$ cat config.mk
export PLATFORM = sky130hd
export DESIGN_NAME = l2p_mmu
export DESIGN_NICKNAME = d
export VERILOG_FILES = /design/src/verilog/l2p_pkg.sv /design/src/verilog/l2p_area_select.sv /design/src/verilog/l2p_mmu.sv
export VERILOG_INCLUDE_DIRS = /design/src /design/src/verilog
export SDC_FILE = /design/constraint.sdc
export NUM_CORES = 1
export LEC_CHECK = 0
export BUFFER_PORTS_ARGS = -buffer_cell sky130_fd_sc_hd__buf_2
export CAP_MARGIN = 20
export CORE_AREA = 2 2 70 79
export DETAILED_ROUTE_END_ITERATION = 7
export DIE_AREA = 0 0 72 81
export GPL_ROUTABILITY_DRIVEN = 1
export PLACE_DENSITY = 0.75
export SLEW_MARGIN = 20
export SYNTH_ARGS = -nofsm -noshare
export SYNTH_HDL_FRONTEND = slang
export SYNTH_HIERARCHICAL = 1
export SYNTH_SLANG_ARGS = --single-unit
$ cat constraint.sdc
create_clock -name sys_clk -period 10.1 [get_ports sys_clk]
set_input_delay 3.03 -clock sys_clk [delete_from_list [all_inputs] [get_ports sys_clk]]
set_output_delay 3.03 -clock sys_clk [all_outputs]
set_load 0.005 [all_outputs]
$ cat src/verilog/l2p_mmu_map.svh
// Register offsets, field positions and reset values of the translation unit
`ifndef L2P_MMU_MAP_SVH
`define L2P_MMU_MAP_SVH
`define L2P_UCB_OFFSET   8'h38
`define L2P_SAB_OFFSET   8'h39
`define L2P_ABR_OFFSET   8'h3A
`define L2P_ABR_UCS_MSB  7
`define L2P_ABR_UCS_LSB  4
`define L2P_ABR_SAS_MSB  3
`define L2P_ABR_SAS_LSB  0
`define L2P_ABR_RESET    8'hF0
`define L2P_BASE_RESET   8'h00
`define L2P_IO_HI_MASK   8'h00
`endif

$ cat src/verilog/l2p_pkg.sv
// Types shared by the translation unit
`default_nettype none
package l2p_pkg;
  typedef enum logic [1:0] {
    CYC_MEM,
    CYC_IO,
    CYC_DMA,
    CYC_IDLE
  } l2p_cycle_t;

  typedef enum logic [1:0] {
    AREA_LOWER,
    AREA_SWITCHED,
    AREA_UPPER
  } l2p_area_t;

  typedef struct packed {
    logic [7:0] upperBase;
    logic [7:0] switchedBase;
    logic [7:0] areaBoundary;
  } l2p_regs_t;

  typedef struct packed {
    logic       wrEn;
    logic       rdEn;
    logic [7:0] addr;
    logic [7:0] data;
  } l2p_ioreq_t;
endpackage : l2p_pkg
`default_nettype wire
$ cat src/verilog/l2p_area_select.sv
// Area comparator: classifies a logical page against the boundary fields
`default_nettype none
module l2p_area_select (
  // Boundary fields
  input  wire logic [3:0]        upperStart,
  input  wire logic [3:0]        switchedStart,
  // Logical page
  input  wire logic [3:0]        page,
  // Result
  output l2p_pkg::l2p_area_t     area
);
  always_comb begin
    if (page >= upperStart) begin // RQ18
      area = l2p_pkg::AREA_UPPER;
    end else if (page >= switchedStart) begin
      area = l2p_pkg::AREA_SWITCHED;
    end else begin
      area = l2p_pkg::AREA_LOWER;
    end
  end
endmodule : l2p_area_select
`default_nettype wire

$ cat src/verilog/l2p_mmu.sv
// Logical to physical address translation unit with its three registers
//
// Behaviour
// RQ1: Map 16-bit logical to 19/20-bit physical.
// RQ2: Translate combinationally, no added cycle.
// RQ3: Three logical areas, 4k boundaries.
// RQ4: Upper and switched areas relocatable, 4k.
// RQ5: Lower common area based at zero.
// RQ6: Translate every memory cycle kind.
// RQ7: I/O cycles pass address, high bits zero.
// RQ8: DMA cycles drive DMA address directly.
// RQ9: Boundary bits 7-4 give upper start.
// RQ10: Boundary bits 3-0 give switched start.
// RQ11: Software keeps upper start not below switched.
// RQ12: Comparators pick base, added to page.
// RQ13: Each base register serves its area.
// RQ14: Base registers 7 or 8 bits wide.
// RQ15: Reset gives identity map over 64k.
// RQ16: Register writes apply from next cycle.
// RQ17: Software reprograms from an unchanged area.
// RQ18: Upper if page >= start, then switched.
// RQ19: Sum base+page, drop carry, append low.
`include "l2p_mmu_map.svh"
`default_nettype none
module l2p_mmu #(
  parameter int PHYS_WIDTH = 20
) (
  // Clock and reset
  input  wire logic                    sys_clk,
  input  wire logic                    rst_n,
  // Core address and cycle type
  input  wire logic [15:0]             logicalAddr,
  input  wire l2p_pkg::l2p_cycle_t     cycleType,
  // DMA address
  input  wire logic [PHYS_WIDTH-1:0]   dmaAddr,
  // Internal I/O register port
  input  wire l2p_pkg::l2p_ioreq_t     ioReq,
  output logic [7:0]                   ioRdData,
  output logic                         ioRdHit,
  // Physical address bus
  output logic [PHYS_WIDTH-1:0]        physAddr,
  // Register contents
  output l2p_pkg::l2p_regs_t           regsOut
);
  localparam int BASE_W = PHYS_WIDTH - 12;

  l2p_pkg::l2p_regs_t regs_q;
  l2p_pkg::l2p_regs_t regs_d;
  l2p_pkg::l2p_area_t area;
  logic [BASE_W-1:0]  baseSel;
  logic [BASE_W-1:0]  physPage;
  logic [7:0]         rdData_d;
  logic [7:0]         rdData_q;
  logic               rdHit_d;
  logic               rdHit_q;

  function automatic logic [7:0] l2p_mask_base(input logic [7:0] v);
    logic [7:0] m;
    m = 8'hFF >> (20 - PHYS_WIDTH);
    l2p_mask_base = v & m; // RQ14
  endfunction : l2p_mask_base

  // Register writes over the internal I/O port
  always_comb begin
    regs_d = regs_q;
    if (ioReq.wrEn) begin
      case (ioReq.addr)
        `L2P_UCB_OFFSET: regs_d.upperBase = l2p_mask_base(ioReq.data);
        `L2P_SAB_OFFSET: regs_d.switchedBase = l2p_mask_base(ioReq.data);
        `L2P_ABR_OFFSET: regs_d.areaBoundary = ioReq.data; // RQ9 RQ10
        default: regs_d = regs_q;
      endcase
    end
  end

  // Register reads
  always_comb begin
    rdData_d = 8'h00;
    rdHit_d  = 1'b0;
    if (ioReq.rdEn) begin
      case (ioReq.addr)
        `L2P_UCB_OFFSET: begin
          rdData_d = regs_q.upperBase;
          rdHit_d  = 1'b1;
        end
        `L2P_SAB_OFFSET: begin
          rdData_d = regs_q.switchedBase;
          rdHit_d  = 1'b1;
        end
        `L2P_ABR_OFFSET: begin
          rdData_d = regs_q.areaBoundary;
          rdHit_d  = 1'b1;
        end
        default: begin
          rdData_d = 8'h00;
          rdHit_d  = 1'b0;
        end
      endcase
    end
  end

  always_ff @(posedge sys_clk) begin
    if (!rst_n) begin
      regs_q.areaBoundary <= `L2P_ABR_RESET; // RQ15
      regs_q.upperBase    <= `L2P_BASE_RESET;
      regs_q.switchedBase <= `L2P_BASE_RESET;
      rdData_q            <= 8'h00;
      rdHit_q             <= 1'b0;
    end else begin
      regs_q   <= regs_d; // RQ16
      rdData_q <= rdData_d;
      rdHit_q  <= rdHit_d;
    end
  end

  assign ioRdData = rdData_q;
  assign ioRdHit  = rdHit_q;
  assign regsOut  = regs_q;

  // Area classification
  l2p_area_select u_area (
    .upperStart    (regs_q.areaBoundary[`L2P_ABR_UCS_MSB:`L2P_ABR_UCS_LSB]),
    .switchedStart (regs_q.areaBoundary[`L2P_ABR_SAS_MSB:`L2P_ABR_SAS_LSB]),
    .page          (logicalAddr[15:12]),
    .area          (area)
  ); // RQ3 RQ12

  // Base selection and page arithmetic
  always_comb begin
    case (area)
      l2p_pkg::AREA_UPPER:    baseSel = regs_q.upperBase[BASE_W-1:0]; // RQ13
      l2p_pkg::AREA_SWITCHED: baseSel = regs_q.switchedBase[BASE_W-1:0]; // RQ4
      default:                baseSel = '0; // RQ5
    endcase
    physPage = baseSel + {{(BASE_W-4){1'b0}}, logicalAddr[15:12]}; // RQ19
  end

  // Output mux by cycle type, no pipeline stage
  always_comb begin
    case (cycleType)
      l2p_pkg::CYC_MEM: physAddr = {physPage, logicalAddr[11:0]}; // RQ1 RQ2 RQ6
      l2p_pkg::CYC_IO:  physAddr = {{(PHYS_WIDTH-16){1'b0}}, logicalAddr}; // RQ7
      l2p_pkg::CYC_DMA: physAddr = dmaAddr; // RQ8
      default:          physAddr = {{(PHYS_WIDTH-16){1'b0}}, logicalAddr};
    endcase
  end
endmodule : l2p_mmu
`default_nettype wire

==> results.cfg <==
[hold_path]
holdPathStages = 2
hold_class = reg2reg

[synthesis]
netlist_instances = 256
synthDistinctLibCells = 41
ys_ff_latch = 33
synthFlopType = dfxtp_1
netlist_area_um2 = 2260
async_flop_share = 0
synth_edf_count = 0
yosys_warnings = 6
syn_nets = 329
ys_seq_area_frac = 0.292
syn_avg_cell_area_um2 = 8.83

[setup_path]
worstPathRequired_ns = 7.07
reg2reg_slack_ns = 9.22
crit_arrival_ns = 6.48
start_kind = input port
path_max_fanout = 13
worstRegToRegCells = 4
end_kind = primary output
worstSetupPathType = in2out

[cts]
clockBufferDepth = 2
holdBufCountCts = 0
clkLatencyLatePin_ns = 0.28
cts.sinks = 33
cts_root_buf = clkbuf_8
cts_tree = yes
cts_inserted_buffers = 5
cts_setup_buffers = 0
cts_resized = 0
htreeDepth = 2
cts.clk_slew.worst_paths_ns = 0.07

[global_routing]
grt_pass1_wl_um = 9740
grt_remaining_overflow = 0
grt_max_degree = 38
grt_pass1_vias = 2048
grt_util_all_layers = 0.215
antenna_found_initial = 0

[routing]
drc_errors = 0
vias = 2230
drtAntennaViolNets = 0
drtIter0Drc = 66
drt_wl_total_um = 6180
dr.pass1.iters = 4
wire_per_inst_um = 14.7
viasPerCell = 5.30

[floorplan]
die-area_um2 = 5830
die_h_um = 81
pin_count = 111
initial_core_util = 0.439
rows = 28
die_w_um = 72
coreArea_um2 = 5150

[place]
io_buffer_count = 110
hpwl_um = 4810
placed_area_um2 = 2830
globalplace.congestion = 0.820

[finish]
area_delta_synth_final_pct = 29.5
diodes = 0
final_util = 0.569
final_area_um2 = 2930
fin_nets = 433
n_fill_cell = 467
drive_gt1_frac = 0.388

[sta]
max_freq_ghz = 0.105
finClkSkew_ns = 0.00523
setup_viol = 0
relSlewSlack = 0.446
tightest_slew_ns = 0.830
rsz0062_at_grt = no
min_period_ns = 9.51
hold_viol_final = 0
period_share = 0.942
final_max_slew_viol_count = 0
tns_ns = 0
holdWs_ns = 0.506

[power_and_ir_drop]
total_power_mw = 0.289
peakVddDrop_v = 0.0000844
power.density_nw_per_um2 = 98.7
p_leak_nw = 1.46

[run_status]
status = complete, no violations

[flow_run]
maxCapViolCount = 0
[Yosys cell counts, types with 2 or more instances]
cell	count	area share
a21oi_1	19	0.042
a22oi_1	7	0.023
and4bb_2	2	0.011
buf_2	3	0.0066
buf_4	3	0.010
clkbuf_1	8	0.013
dfxtp_1	33	0.29
ha_1	14	0.077
inv_1	13	0.022
mux2_2	12	0.060
mux2i_1	34	0.15
nand2_1	25	0.042
nand2b_1	4	0.011
nand3_1	3	0.0066
nor2_1	24	0.040
nor2b_1	19	0.053
nor3_1	2	0.0044
o21a_1	3	0.010
o21ai_0	6	0.013
[state kept, by name, indices dropped and copies added, names as in the netlist]
name / cells
ioRdHit: 1
ioRdData: 8
regsOut: 24
[routing by layer]
layer	routed length [µm]	vias to the layer above	track usage
met5	0	-	0
met4	112	0	0.0811
met3	466	7	0.0372
met2	3000	97	0.383
met1	2590	1019	0.256
li1	-	1107	-
[final timing paths]
path,start,to
max,logicalAddr[12],physAddr[18]
min,regsOut[18],regsOut[18]
max reg2reg,regsOut[2],ioRdData[2]
min reg2reg,regsOut[18],regsOut[18]
[stage by stage]
step / instances / worst slack, ns
finish: 421 / 0.591
global route: 421 / 0.240
CTS: 421 / 0.608
detailed placement: 413 / 0.623
global placement: 413 / 0.695
floorplan: 256 / 0.914
[area by class of cell]
cell class                 count  area [µm²]  share of cell area
timing repair buffer         111         558               0.191
clock inverter                 1        5.00             0.00171
clock buffer                   7        96.3              0.0329
multi-input combinational    196        1480               0.507
tap                           60        75.1              0.0256
inverter                      13        48.8              0.0167
sequential                    33         661               0.226
[cell families after synthesis]
family | count (synthesis) | share of synthesized area
AND/OR/NAND/NOR | 87 | 0.204
buffers and inverters | 27 | 0.0515
XOR/XNOR | 1 | 0.00387
adder cells (fa/ha/maj) | 15 | 0.0863
AO/OA/AOI/OAI | 47 | 0.152
flip-flops | 33 | 0.292
multiplexers | 46 | 0.210
[power breakdown]
group / leakage [nW] / switching, mW / internal, mW / total (mW)
sequential: 0.266 / 0.000165 / 0.130 / 0.130
combinational: 1.14 / 0.0253 / 0.0252 / 0.0505
clock: 0.0542 / 0.0466 / 0.0615 / 0.108
total: 1.46 / 0.0720 / 0.217 / 0.289
[critical path, stage by stage]
cell and delay, ns:
buf_2 0.10, inv_1 0.06, ha_1 0.26, nand2b_1 0.17, a2111oi_4 0.37, o221a_2 0.25, inv_1 0.04, ha_1 0.49
nor2_1 0.10, ha_1 0.24, fa_1 0.41, nand3_1 0.13, a211oi_2 0.10, nor4b_1 0.16, a2111oi_0 0.39, buf_2 0.19
[cells in the final DEF, fill, tap and decap left out, types with 2 or more instances in the layout]
cell type | netlist | layout
buf_2 | 3 | 110
mux2i_1 | 34 | 34
dfxtp_1 | 33 | 33
nand2_1 | 25 | 25
nor2_1 | 24 | 24
a21oi_1 | 19 | 19
nor2b_1 | 19 | 19
ha_1 | 14 | 14
inv_1 | 13 | 13
mux2_2 | 12 | 12
a22oi_1 | 7 | 7
clkbuf_8 | 0 | 7
o21ai_0 | 6 | 6
nand2b_1 | 4 | 4
nand3_1 | 3 | 3
o21a_1 | 3 | 3
nor3_1 | 2 | 2
and4bb_2 | 2 | 2
Note: power is estimated with default switching activity, not from simulation.
